File: src/gpt_regs.vh
// gpt_regs.vh: register offsets, field positions, reset values and timing counts
// assumes: included by the timer unit design file, APB byte addresses, 32-bit words
`ifndef GPT_REGS_VH
`define GPT_REGS_VH
// register byte offsets
`define GPT_CTL_LOW 12'h000
`define GPT_CTL_CORE 12'h004
`define GPT_CTL_HIGH 12'h008
`define GPT_CTL_SAUX 12'h00C
`define GPT_CTL_SCORE 12'h010
`define GPT_CNT_LOW 12'h020
`define GPT_CNT_CORE 12'h024
`define GPT_CNT_HIGH 12'h028
`define GPT_CNT_SAUX 12'h02C
`define GPT_CNT_SCORE 12'h030
`define GPT_CAPTURE_RELOAD_REG 12'h034
`define GPT_FLAGS 12'h040
`define GPT_STATUS 12'h044
// control word fields
`define GPT_F_RUN 0
`define GPT_F_MODE_LO 1
`define GPT_F_MODE_HI 3
`define GPT_F_DOWN 4
`define GPT_F_EXTDIR 5
`define GPT_F_PRE_LO 6
`define GPT_F_PRE_HI 8
`define GPT_F_OUTEN 9
`define GPT_F_EDGE_LO 10
`define GPT_F_EDGE_HI 11
`define GPT_F_CLR 12
`define GPT_F_REL 13
// mode codes
`define GPT_MODE_TIMER 3'h0
`define GPT_MODE_COUNT 3'h1
`define GPT_MODE_GATE 3'h2
`define GPT_MODE_GATEN 3'h3
`define GPT_MODE_CONCAT 3'h4
`define GPT_MODE_RELOAD 3'h5
`define GPT_MODE_CAPTURE 3'h6
// reset values
`define GPT_CTL_RESET 16'h0000
`define GPT_CNT_RESET 16'h0000
// timing: fastest count periods at the reference clock
`define GPT_REF_MHZ 20
`define GPT_M1_RES_NS 400
`define GPT_M2_RES_NS 160
`define GPT_CLK_NS 8
`define GPT_M1_BASE ((`GPT_M1_RES_NS + `GPT_CLK_NS - 1) / `GPT_CLK_NS)
`define GPT_M2_BASE ((`GPT_M2_RES_NS + `GPT_CLK_NS - 1) / `GPT_CLK_NS)
`endif

File: src/gpt_unit.v
// gpt_unit.v: general purpose timer unit, two modules, five 16-bit up/down timers
// assumes: one 125 MHz clock, APB slave port, external pins asynchronous
//
// Local design decisions: the APB slave port and the register addresses.
`timescale 1ns/1ps
`default_nettype none
`include "gpt_regs.vh"
module gpt_unit #(
    parameter integer M1_BASE = `GPT_M1_BASE,
    parameter integer M2_BASE = `GPT_M2_BASE
) (
    input wire SYS_CLK_IN,
    input wire SRST_IN,
    input wire PSEL_IN,
    input wire PENABLE_IN,
    input wire PWRITE_IN,
    input wire [11:0] PADDR_IN,
    input wire [31:0] PWDATA_IN,
    output reg [31:0] PRDATA_OUT,
    output reg PREADY_OUT,
    output reg PSLVERR_OUT,
    input wire [4:0] TIMER_INPUT_PIN_IN,
    input wire [4:0] DIRECTION_PIN_IN,
    input wire CAPTURE_INPUT_PIN_IN,
    output reg CORE_TOGGLE_OUT,
    output reg HIGH_TOGGLE_OUT,
    output reg SECOND_TOGGLE_OUT,
    output reg COMPARE_UNIT_CLOCK_OUT,
    output reg [5:0] FLAGS_OUT
);
    // timer index: 0 aux low, 1 core, 2 aux high, 3 second aux, 4 second core
    localparam NT = 5;
    // apb handshake states, one-hot
    localparam ST_IDLE = 2'b01;
    localparam ST_DONE = 2'b10;

    reg [15:0] ctl [0:NT-1];
    reg [15:0] cnt [0:NT-1];
    reg [15:0] capture_reload_reg;
    reg [5:0] flags;
    reg [1:0] apb_state;
    reg [2:0] sync_t [0:NT-1];
    reg [2:0] sync_d [0:NT-1];
    reg [2:0] sync_c;
    reg [NT-1:0] pin_lvl;
    reg [NT-1:0] dir_lvl;
    reg cap_lvl;
    reg [7:0] base1;
    reg [7:0] base2;
    reg [7:0] pre [0:NT-1];
    reg core_otl;
    reg high_otl;
    reg second_otl;
    reg core_otl_d;
    reg high_otl_d;
    reg second_otl_d;

    // pin edges and levels after three-stage synchronisation
    wire [NT-1:0] pin_rise;
    wire [NT-1:0] pin_fall;
    // an edge counts once the second and third stages agree on a new level,
    // so a pulse shorter than two clocks is dropped rather than counted;
    // levels reset low like the idle pins, so reset makes no false edge
    wire cap_rise = sync_c[2] & sync_c[1] & ~cap_lvl;
    wire cap_fall = ~sync_c[2] & ~sync_c[1] & cap_lvl;
    wire base1_tick = (base1 == 8'h00);
    wire base2_tick = (base2 == 8'h00);
    wire [NT-1:0] tick;
    wire [NT-1:0] dn;
    wire [NT-1:0] ovf;
    wire [NT-1:0] step;
    wire core_otl_rise = core_otl & ~core_otl_d;
    wire core_otl_fall = ~core_otl & core_otl_d;
    wire second_otl_edge = second_otl ^ second_otl_d;
    // a write lands once per transfer, in the first access cycle
    wire wr = PSEL_IN & PENABLE_IN & PWRITE_IN & (apb_state == ST_IDLE);

    // base dividers: fastest count rate of each module
    // periods are whole clocks of this design, rounded up, so a timer
    // outside counter mode never counts faster than its module's fastest rate
    always @(posedge SYS_CLK_IN) begin
        if (SRST_IN) begin
            base1 <= 8'h00;
            base2 <= 8'h00;
        end else begin
            base1 <= base1_tick ? M1_BASE[7:0] - 8'h01 : base1 - 8'h01;
            base2 <= base2_tick ? M2_BASE[7:0] - 8'h01 : base2 - 8'h01;
        end
    end

    // synchronisers for the capture pin
    always @(posedge SYS_CLK_IN) begin
        if (SRST_IN) begin
            sync_c <= 3'h0;
            cap_lvl <= 1'b0;
        end else begin
            sync_c <= {sync_c[1:0], CAPTURE_INPUT_PIN_IN};
            if (sync_c[2] == sync_c[1]) begin
                cap_lvl <= sync_c[2];
            end
        end
    end

    genvar g;
    generate
        for (g = 0; g < NT; g = g + 1) begin : g_tmr
            wire [2:0] mode = ctl[g][`GPT_F_MODE_HI:`GPT_F_MODE_LO];
            wire [2:0] psel = ctl[g][`GPT_F_PRE_HI:`GPT_F_PRE_LO];
            wire [1:0] edg = ctl[g][`GPT_F_EDGE_HI:`GPT_F_EDGE_LO];
            wire base_t = (g < 3) ? base1_tick : base2_tick;
            // prescaler divides the base tick by a power of two
            wire pre_t = base_t & ((pre[g] & ((8'h01 << psel) - 8'h01)) == 8'h00);
            wire pin_ev = (edg[0] & pin_rise[g]) | (edg[1] & pin_fall[g]);
            wire concat_ev;
            if (g == 0 || g == 2) begin : g_cat
                // aux timers of module one count core latch transitions
                assign concat_ev = core_otl ^ core_otl_d;
            end else if (g == 3) begin : g_cat
                // second aux counts both edges of the second latch
                assign concat_ev = second_otl_edge;
            end else begin : g_cat
                assign concat_ev = 1'b0;
            end
            assign pin_rise[g] = sync_t[g][2] & sync_t[g][1] & ~pin_lvl[g];
            assign pin_fall[g] = ~sync_t[g][2] & ~sync_t[g][1] & pin_lvl[g];
            // count event by mode
            // reload and capture modes hold the timer still
            assign tick[g] = ~ctl[g][`GPT_F_RUN] ? 1'b0 :
                (mode == `GPT_MODE_TIMER) ? pre_t :
                (mode == `GPT_MODE_COUNT) ? pin_ev :
                (mode == `GPT_MODE_GATE) ? (pre_t & pin_lvl[g]) :
                (mode == `GPT_MODE_GATEN) ? (pre_t & ~pin_lvl[g]) :
                (mode == `GPT_MODE_CONCAT) ? concat_ev :
                1'b0;
            // direction from software, optionally inverted by the pin
            assign dn[g] = ctl[g][`GPT_F_DOWN] ^ (ctl[g][`GPT_F_EXTDIR] & dir_lvl[g]);
            assign ovf[g] = tick[g] & (dn[g] ? (cnt[g] == 16'h0000) : (cnt[g] == 16'hFFFF));
            assign step[g] = tick[g];

            // per-timer synchronisers and prescaler
            always @(posedge SYS_CLK_IN) begin
                if (SRST_IN) begin
                    sync_t[g] <= 3'h0;
                    sync_d[g] <= 3'h0;
                    pin_lvl[g] <= 1'b0;
                    dir_lvl[g] <= 1'b0;
                    pre[g] <= 8'h00;
                end else begin
                    sync_t[g] <= {sync_t[g][1:0], TIMER_INPUT_PIN_IN[g]};
                    sync_d[g] <= {sync_d[g][1:0], DIRECTION_PIN_IN[g]};
                    if (sync_t[g][2] == sync_t[g][1]) begin
                        pin_lvl[g] <= sync_t[g][2];
                    end
                    if (sync_d[g][2] == sync_d[g][1]) begin
                        dir_lvl[g] <= sync_d[g][2];
                    end
                    if (base_t) begin
                        pre[g] <= pre[g] + 8'h01;
                    end
                end
            end
        end
    endgenerate

    // reload / capture decisions for the core timer and the second module
    wire low_rel = (ctl[0][`GPT_F_MODE_HI:`GPT_F_MODE_LO] == `GPT_MODE_RELOAD);
    wire high_rel = (ctl[2][`GPT_F_MODE_HI:`GPT_F_MODE_LO] == `GPT_MODE_RELOAD);
    wire low_cap = (ctl[0][`GPT_F_MODE_HI:`GPT_F_MODE_LO] == `GPT_MODE_CAPTURE);
    wire high_cap = (ctl[2][`GPT_F_MODE_HI:`GPT_F_MODE_LO] == `GPT_MODE_CAPTURE);
    // edge field of an aux in reload mode: bit0 pin rise, bit1 latch rise, both latch fall
    wire low_trig = low_rel & (ctl[0][`GPT_F_EDGE_HI:`GPT_F_EDGE_LO] == 2'b01 ? pin_rise[0] :
        ctl[0][`GPT_F_EDGE_HI:`GPT_F_EDGE_LO] == 2'b10 ? core_otl_rise :
        ctl[0][`GPT_F_EDGE_HI:`GPT_F_EDGE_LO] == 2'b11 ? core_otl_fall : 1'b0);
    wire high_trig = high_rel & (ctl[2][`GPT_F_EDGE_HI:`GPT_F_EDGE_LO] == 2'b01 ? pin_rise[2] :
        ctl[2][`GPT_F_EDGE_HI:`GPT_F_EDGE_LO] == 2'b10 ? core_otl_rise :
        ctl[2][`GPT_F_EDGE_HI:`GPT_F_EDGE_LO] == 2'b11 ? core_otl_fall : 1'b0);
    wire low_capev = low_cap & (pin_rise[0] | pin_fall[0]) &
        ((ctl[0][`GPT_F_EDGE_LO] & pin_rise[0]) | (ctl[0][`GPT_F_EDGE_HI] & pin_fall[0]));
    wire high_capev = high_cap & (pin_rise[2] | pin_fall[2]) &
        ((ctl[2][`GPT_F_EDGE_LO] & pin_rise[2]) | (ctl[2][`GPT_F_EDGE_HI] & pin_fall[2]));
    wire cr_ev = (ctl[3][`GPT_F_EDGE_LO] & cap_rise) | (ctl[3][`GPT_F_EDGE_HI] & cap_fall);
    wire score_rel = ctl[4][`GPT_F_REL] & ovf[4];

    // counters, toggle latches, capture/reload register
    integer i;
    always @(posedge SYS_CLK_IN) begin
        if (SRST_IN) begin
            for (i = 0; i < NT; i = i + 1) begin
                cnt[i] <= `GPT_CNT_RESET;
            end
            capture_reload_reg <= `GPT_CNT_RESET;
            core_otl <= 1'b0;
            high_otl <= 1'b0;
            second_otl <= 1'b0;
            core_otl_d <= 1'b0;
            high_otl_d <= 1'b0;
            second_otl_d <= 1'b0;
        end else begin
            // delayed latches give one-cycle edge pulses for reload and concat
            core_otl_d <= core_otl;
            high_otl_d <= high_otl;
            second_otl_d <= second_otl;
            for (i = 0; i < NT; i = i + 1) begin
                if (step[i]) begin
                    cnt[i] <= dn[i] ? cnt[i] - 16'h0001 : cnt[i] + 16'h0001;
                end
            end
            if (ovf[1]) begin
                core_otl <= ~core_otl;
            end
            if (ovf[2]) begin
                high_otl <= ~high_otl;
            end
            if (ovf[4]) begin
                second_otl <= ~second_otl;
            end
            // low reload wins over high when both fire; opposite edges alternate
            if (low_trig) begin
                cnt[1] <= cnt[0];
            end else if (high_trig) begin
                cnt[1] <= cnt[2];
            end
            if (low_capev) begin
                cnt[0] <= cnt[1];
            end
            if (high_capev) begin
                cnt[2] <= cnt[1];
            end
            if (score_rel) begin
                cnt[4] <= capture_reload_reg;
            end
            if (cr_ev) begin
                capture_reload_reg <= cnt[3];
                if (ctl[3][`GPT_F_CLR]) begin
                    cnt[3] <= `GPT_CNT_RESET;
                end
            end
            // software writes to counters override hardware in that cycle
            // so a value software writes is never lost to a tick
            if (wr) begin
                for (i = 0; i < NT; i = i + 1) begin
                    if (PADDR_IN == `GPT_CNT_LOW + i * 4) begin
                        cnt[i] <= PWDATA_IN[15:0];
                    end
                end
                if (PADDR_IN == `GPT_CAPTURE_RELOAD_REG) begin
                    capture_reload_reg <= PWDATA_IN[15:0];
                end
            end
        end
    end

    // control registers and sticky event flags
    // a control write takes effect in the cycle after the access
    always @(posedge SYS_CLK_IN) begin
        if (SRST_IN) begin
            for (i = 0; i < NT; i = i + 1) begin
                ctl[i] <= `GPT_CTL_RESET;
            end
            flags <= 6'h00;
        end else begin
            if (wr) begin
                for (i = 0; i < NT; i = i + 1) begin
                    if (PADDR_IN == `GPT_CTL_LOW + i * 4) begin
                        ctl[i] <= PWDATA_IN[15:0];
                    end
                end
            end
            // flag bits: 0 to 4 timer wraps, 5 capture into capture_reload_reg
            // write one to clear; a new event in the same cycle wins
            flags <= ((wr && PADDR_IN == `GPT_FLAGS) ? (flags & ~PWDATA_IN[5:0]) : flags)
                | {cr_ev, ovf};
        end
    end

    // outputs: toggle pins, compare clock, flags
    always @(posedge SYS_CLK_IN) begin
        if (SRST_IN) begin
            CORE_TOGGLE_OUT <= 1'b0;
            HIGH_TOGGLE_OUT <= 1'b0;
            SECOND_TOGGLE_OUT <= 1'b0;
            COMPARE_UNIT_CLOCK_OUT <= 1'b0;
            FLAGS_OUT <= 6'h00;
        end else begin
            // a toggle pin shows its latch only while output is enabled
            CORE_TOGGLE_OUT <= core_otl & ctl[1][`GPT_F_OUTEN];
            HIGH_TOGGLE_OUT <= high_otl & ctl[2][`GPT_F_OUTEN];
            SECOND_TOGGLE_OUT <= second_otl & ctl[4][`GPT_F_OUTEN];
            // one-cycle pulse per second core wrap
            COMPARE_UNIT_CLOCK_OUT <= ovf[4];
            FLAGS_OUT <= flags;
        end
    end

    // apb slave: one wait state, reads mux registers
    // ready follows the first access cycle by one clock
    // unmapped offsets answer with an error and zero data, writes ignored
    always @(posedge SYS_CLK_IN) begin
        if (SRST_IN) begin
            apb_state <= ST_IDLE;
            PREADY_OUT <= 1'b0;
            PSLVERR_OUT <= 1'b0;
            PRDATA_OUT <= 32'h00000000;
        end else begin
            case (apb_state)
                ST_IDLE: begin
                    PREADY_OUT <= 1'b0;
                    PSLVERR_OUT <= 1'b0;
                    if (PSEL_IN && PENABLE_IN) begin
                        apb_state <= ST_DONE;
                        PREADY_OUT <= 1'b1;
                        PRDATA_OUT <= 32'h00000000;
                        PSLVERR_OUT <= 1'b1;
                        for (i = 0; i < NT; i = i + 1) begin
                            if (PADDR_IN == `GPT_CTL_LOW + i * 4) begin
                                PRDATA_OUT <= {16'h0000, ctl[i]};
                                PSLVERR_OUT <= 1'b0;
                            end
                            if (PADDR_IN == `GPT_CNT_LOW + i * 4) begin
                                PRDATA_OUT <= {16'h0000, cnt[i]};
                                PSLVERR_OUT <= 1'b0;
                            end
                        end
                        if (PADDR_IN == `GPT_CAPTURE_RELOAD_REG) begin
                            PRDATA_OUT <= {16'h0000, capture_reload_reg};
                            PSLVERR_OUT <= 1'b0;
                        end
                        if (PADDR_IN == `GPT_FLAGS) begin
                            PRDATA_OUT <= {26'h0000000, flags};
                            PSLVERR_OUT <= 1'b0;
                        end
                        if (PADDR_IN == `GPT_STATUS) begin
                            PRDATA_OUT <= {29'h00000000, second_otl, high_otl, core_otl};
                            PSLVERR_OUT <= 1'b0;
                        end
                    end
                end
                ST_DONE: begin
                    apb_state <= ST_IDLE;
                    PREADY_OUT <= 1'b0;
                    PSLVERR_OUT <= 1'b0;
                end
                default: begin
                    apb_state <= ST_IDLE;
                end
            endcase
        end
    end
endmodule
`default_nettype wire

File: config.mk
export PLATFORM = sky130hd
export DESIGN_NAME = gpt_unit
export DESIGN_NICKNAME = d
export VERILOG_FILES = /design/src/gpt_unit.v
export VERILOG_INCLUDE_DIRS = /design/src
export SDC_FILE = /design/constraint.sdc
export NUM_CORES = 1
export LEC_CHECK = 0
export BUFFER_PORTS_ARGS = -buffer_cell sky130_fd_sc_hd__buf_4
export CAP_MARGIN = 0
export CORE_MARGIN = 1
export CORE_UTILIZATION = 45
export CTS_CLUSTER_SIZE = 14
export DETAILED_ROUTE_END_ITERATION = 6
export SYNTH_ARGS = -nofsm -noshare
export SYNTH_HDL_FRONTEND = slang
export SYNTH_SLANG_ARGS = --single-unit
File: constraint.sdc
create_clock -name SYS_CLK_IN -period 3.82 [get_ports SYS_CLK_IN]
set_input_delay 0.191 -clock SYS_CLK_IN [delete_from_list [all_inputs] [get_ports SYS_CLK_IN]]
set_output_delay 0.191 -clock SYS_CLK_IN [all_outputs]
set_load 0.005 [all_outputs]
* Word level (Yosys, flattened, before mapping) *
Memories as Yosys holds them, arrays and structs flattened.
Index checks and enable logic that the tools add are counted.

storage, ports and cells
  register bits = 103
  bits in writable memories = 230
  bits of input ports = 60
  output and inout port bits = 44
  logic and storage cells = 505
  memories kept = 5

operators by class
  add/subtract/negate cells = 22
  eq/ne operators = 58
  shift operators = 5
  mux-type cells = 200
  bitwise gates (word level) = 158
  reduce and logical (&&, ||, !) cells = 25

memory list
  name    words  width  rd ports  clocked after memory_dff  wr ports  RTL line       source
  cnt     5      16     5         0                         5         gpt_unit.v:38  reg [15:0] cnt [0:NT-1];
  ctl     5      16     5         0                         5         gpt_unit.v:37  reg [15:0] ctl [0:NT-1];
  pre     5      8      5         0                         5         gpt_unit.v:50  reg [7:0] pre [0:NT-1];
  sync_d  5      3      5         0                         5         gpt_unit.v:43  reg [2:0] sync_d [0:NT-1];
  sync_t  5      3      5         0                         5         gpt_unit.v:42  reg [2:0] sync_t [0:NT-1];

operators with widths
  operator                                                                count
  16-bit two-way mux                                                      30
  32-bit two-way mux                                                      12
  1-bit two-way mux                                                       138
  16-bit by 1-bit adder with 16-bit output, second input constant         5
  16-bit equality test, second input constant                             5
  16-bit zero test                                                        5
  16-bit by 1-bit subtractor with 16-bit output, second input constant    5
  1-bit AND                                                               76
  12-bit by 6-bit equality test with 1-bit output, second input constant  6
  8-bit zero test                                                         7
  8-bit by 1-bit subtractor with 8-bit output, second input constant      7
  1-bit OR                                                                44
  8-bit by 1-bit adder with 8-bit output, second input constant           5
  8-bit AND                                                               5
  8-bit two-way mux                                                       5
  1-bit by 3-bit left shift with 8-bit output, first input constant       5
  3-bit by 2-bit equality test with 1-bit output, second input constant   10
  3-bit two-way mux                                                       10
  12-bit by 4-bit equality test with 1-bit output, second input constant  2
  12-bit by 7-bit equality test with 1-bit output, second input constant  2
  1-bit NOT                                                               23
  3-bit equality test, second input constant                              7
  3-bit by 1-bit equality test with 1-bit output, second input constant   5
  3-bit zero test                                                         5
  other kinds (17)                                                        44

* Longest topological paths before layout *
An unclocked memory read counts as a cell.

  depth in word-level cells = 19
  depth in mapped cells = 14
  depth with buffers taken out = 13

* Least setup slack after synthesis *
No wires, ideal clock.

  kind = register to register
  from = memory ctl[4][4] (netlist: ctl[0][68])
  to = memory cnt[4][14] (netlist: cnt[0][78]) (data pin)
  setup time = 0.262 ns
  arrival time = 3.135 ns
  required time = 3.558 ns
  setup slack = 0.423 ns
  cell stages (with the launch flop) = 12
  buffers on the path = 0
  period minus slack after synthesis = 3.397 ns
  cell sequence = edfxtp_1 xnor2_1 ha_1 nor2b_1 o21a_1 o21ai_0 a21oi_1 a211o_1 a31o_2 a21oi_1 xor2_1 o21ai_0

RTL lines
  what         RTL line
  from (decl)  gpt_unit.v:37
  to (decl)    gpt_unit.v:38

==> summary.md <==
| Metric | Value |
|---|---|
| Result of the run | `complete, no violations` |
| FF+latch count, synth | `312` |
| Number of fill cells | `about 3700` |
| GRT Total Usage | `30.9%` |
| Standard-cell row count | `73` |
| Largest regs | `cnt: 80 flops, ctl: 80 flops, pre: 35 flops` |
| # DRC | `0` |
| Predominant post-synthesis flop cell | `sky130_fd_sc_hd__edfxtp_1` |
| Routed length per placed instance | `24.8 µm` |
| Number of post-CTS setup repair buffers | `0` |
| Post-synthesis instance area | `~0.018 mm²` |
| Signed area change from the synthesized netlist to the final layout | `14.0%` |
| Number of buffers on the longest clock path | `3` |
| Clock latency at the later pin of the worst-skew pair | `0.57 ns` |
| First-pass DRT Iterations | `6` |
| Max-slew violations | `0` |
| Initial Utilization | `45.8%` |
| Largest clock skew in the final design | `0.0149 ns` |
| Via total after detailed routing | `~16000` |
| Number of nets in the final layout | `2180` |
| Relative max-transition margin | `40.0%` |
| Hold Crit Class | `in -> reg` |
| Share of Yosys cell area claimed by the top area cell type | `a little under a third` |
| Area leader, netlist | `sky130_fd_sc_hd__edfxtp_1` |
| Critical path type | `reg -> reg` |
| First-pass GRT wire length | `95.7 mm` |
| Count of cell instances traversed by the critical path | `13` |
| Timing startpoint of the critical path | `dir_lvl[3]` |
| Logic depth of the worst register-to-register path | `13` |
| Cell class contributing the biggest share of worst-path delay | `compound AO/OA/AOI/OAI gates` |
| Peak fanout along the critical path | `8` |
| Gp weighted congestion | `1.02` |
| Number of buffers added by the clock tree synthesis step | `36` |
| Die height | `slightly above 200 µm` |
| Setup_tns | `0 ns` |
| Number of sinks driven by the clock tree | `312` |
| Drt total wl | `~64 mm` |
| Biggest cell delay along the critical path | `0.45 ns` |
| Non-Filler Instances | `roughly 2600` |
| Die outline width | `about 200 µm` |
| Number of nets still failing antenna checks after routing | `0` |
| Reg-to-reg slack, setup | `0.30 ns` |
| Pin count of the biggest net entering global routing | `70` |
| Type of element launching the critical path | `flip-flop` |
| Critical path cell sequence | `nand2_1 -> xor2_1 -> inv_1 -> ha_1 -> or3_1 -> nand4_1 -> nand3_1 -> o41ai_1 -> buf_4 -> o2111ai_1 -> a21oi_1 -> xnor2_1 -> o21ai_0` |
| Reg-to-Reg Start | `dir_lvl[3]` |
| Post-route clock period utilization | `92.1%` |
| Setup repair after global routing missed its margin | `no` |
| Leakage power total | `0.00794 µW` |
| Number of instances in the synthesized netlist | `1919` |
| Unique cell type count in the Yosys netlist | `82` |
| Total I/O pin count | `104` |
| Endpoint kind of the worst setup timing path | `flip-flop` |
| Vias per inst | `~6.3` |
| Setup violators final | `0` |
| Share of layout cells above drive strength 1 | `10.9%` |
| Number of global-route vias before repair | `approximately 15000` |
| Grt total ovfl | `0` |
| TritonCTS clock tree | `yes` |
| Die outline area | `0.0416 mm²` |
| Fraction of synthesis flops using an asynchronous set or reset pin | `0%` |
| CTS H-tree lvls | `2` |
| Number of hold violations in the final report | `0` |
| Top post-synthesis cells by area | `sky130_fd_sc_hd__edfxtp_1 32%, sky130_fd_sc_hd__dfxtp_1 13%, sky130_fd_sc_hd__ha_1 6.5%` |
| VDD IR max | `334 µV` |
| PD cells | `451 mW/mm²` |
| HPWL after detailed placement | `45.7 mm` |
| Placeable core region | `0.0400 mm²` |
| Worst path slowest cell | `sky130_fd_sc_hd__dfxtp_1` |
| Fin crit period | `3.52 ns` |
| # Max-Cap Violations | `0` |
| CP Data Required Time | `4.09 ns` |
| CTS clock-pin slew for the worst setup and hold paths | `roughly 0.06 ns` |
| Crit path arrival time | `3.79 ns` |
| Antenna Diode Count | `0` |
| Number of buffers added on ports | `71` |
| Count of warnings emitted by yosys | `0` |
| Clock tree root driver cell | `sky130_fd_sc_hd__clkbuf_16` |
| End point of the critical path | `cnt[0][63]` |
| DR iter-0 viols | `1767` |
| Peak Freq | `0.284 GHz` |
| Endpoint of the worst-slack reg-to-reg timing path | `cnt[0][63]` |
| Bufs and invs on worst path | `2` |
| Number of flops mapped to enable cells by yosys | `195` |
| Number of antenna violations at the first check in global routing | `1` |
| Portion of the post-synthesis area used by sequential elements | `44.7%` |
| Total placed cells including tap cells | `2493` |
| Transition at the pin with the smallest max-transition slack | `0.897 ns` |
| Synth Area per Inst | `~9.6 µm²` |
-- worst min path at each step --
| stage | to | cells after the start | start | slack, ns |
|---|---|---|---|---|
| 3_3_place_gp | sync_t[4][0] | 2 | TIMER_INPUT_PIN_IN[4] | 0.40 |
| 2_1_floorplan | sync_c[0] | 1 | CAPTURE_INPUT_PIN_IN | 0.32 |
| 4_1_cts | capture_reload_reg[14] | 3 | PWDATA_IN[14] | 0.008 |
| 3_5_place_dp | sync_t[0][0] | 2 | TIMER_INPUT_PIN_IN[0] | 0.41 |
| 5_1_grt | capture_reload_reg[13] | 3 | PWDATA_IN[13] | 0.03 |
| 6_report | capture_reload_reg[10] | 3 | PWDATA_IN[10] | 0.03 |
-- cell type report --
cell class,count,area (µm²),area share [%]
clock inverter,14,121,0.581
sequential,312,8200,39.2
clock buffer,52,1000,4.79
tap,525,657,3.14
inverter,50,188,0.898
multi-input combinational,1467,9550,45.7
timing repair buffer,153,1180,5.66
-- what timing repair did --
item / 4_1_cts / 5_1_grt
endpoints found under the hold margin: 14 / 0
resized for setup: 0 / 1
endpoints found under the setup margin: 0 / 2
hold buffers: 14 / 0
-- synth_stat cells, types with 8 or more instances --
library cell               count
sky130_fd_sc_hd__nor2_1      218
sky130_fd_sc_hd__edfxtp_1    195
sky130_fd_sc_hd__a21oi_1     167
sky130_fd_sc_hd__nand2_1     127
sky130_fd_sc_hd__dfxtp_1     117
sky130_fd_sc_hd__ha_1         95
sky130_fd_sc_hd__o21ai_0      82
sky130_fd_sc_hd__clkbuf_1     67
sky130_fd_sc_hd__nor3_1       63
sky130_fd_sc_hd__xnor2_1      57
sky130_fd_sc_hd__nand3_1      55
sky130_fd_sc_hd__xor2_1       53
sky130_fd_sc_hd__nor2b_1      52
sky130_fd_sc_hd__inv_1        50
sky130_fd_sc_hd__and3_1       33
sky130_fd_sc_hd__nand4_1      33
sky130_fd_sc_hd__nor4_1       31
sky130_fd_sc_hd__a211oi_1     29
sky130_fd_sc_hd__a22oi_1      29
sky130_fd_sc_hd__mux2i_1      27
sky130_fd_sc_hd__and2_1       26
sky130_fd_sc_hd__a221oi_1     24
sky130_fd_sc_hd__a222oi_1     19
sky130_fd_sc_hd__buf_4        19
sky130_fd_sc_hd__a21o_1       18
sky130_fd_sc_hd__or3_1        17
sky130_fd_sc_hd__a31oi_1      15
sky130_fd_sc_hd__o21a_1       13
sky130_fd_sc_hd__a22o_1       12
sky130_fd_sc_hd__nand2b_1     11
sky130_fd_sc_hd__buf_1         9
sky130_fd_sc_hd__o211ai_1      9
sky130_fd_sc_hd__o22ai_1       9
sky130_fd_sc_hd__a32oi_1       8
sky130_fd_sc_hd__nor3b_1       8
sky130_fd_sc_hd__o31ai_1       8
-- power by group --
part           switching [µW]  leakage, µW  internal [µW]
combinational             931      0.00442            728
clock                    1440     0.000546           1910
sequential                461      0.00297           3960
-- per-layer routing --
metal	global-route usage [%]	vias up	routed length, µm
li1	-	7389	-
met1	42.1	7657	26400
met2	45.9	884	27400
met3	6.46	198	6190
met4	16.6	2	3650
met5	0	-	9
-- placed cells by master, fill, tap and decap left out, drive strengths merged, types with 35 or more instances in the layout --
master | synthesis | layout
nor2 | 219 | 219
edfxtp | 195 | 195
a21oi | 168 | 168
buf | 38 | 139
nand2 | 127 | 127
dfxtp | 117 | 117
ha | 95 | 95
o21ai | 84 | 84
nor3 | 65 | 65
xnor2 | 57 | 57
nand3 | 55 | 55
xor2 | 53 | 53
nor2b | 52 | 52
inv | 50 | 52
clkbuf | 67 | 52
nor4 | 35 | 35
-- cells by family after synthesis --
| group | share of synthesized area, % |
|---|---|
| other | 0.0204 |
| adders and majority gates | 7.03 |
| muxes | 1.66 |
| DFF | 44.7 |
| buffers and inverters | 3.73 |
| AOI/OAI and AO/OA | 17.9 |
| xor gates and xnor gates | 5.25 |
| and+or+nand+nor | 19.7 |
-- per-stage QoR --
stage               power, µW  utilization (%)  setup slack [ns]  hold slack, ns  area (µm²)
floorplan                5530                -             0.423           0.319       18400
global placement         6060             49.1             0.272           0.403       19600
detailed placement       6090             49.1             0.251           0.409       19600
CTS                      9450             52.2             0.220         0.00751       20900
global route             9830             52.2            0.0233          0.0259       20900
finish                   9430             52.2             0.303          0.0301       20900
-- worst register-to-register path: cells and delay by family (launching register included) --
family	cells	cell delay [ns]
buf+inv	2	0.46
fa+ha+maj	1	0.38
simple gates	4	0.67
compound gates	4	0.82
flops	1	0.45
xor+xnor	2	0.44
(Power assumes the default switching activity.)
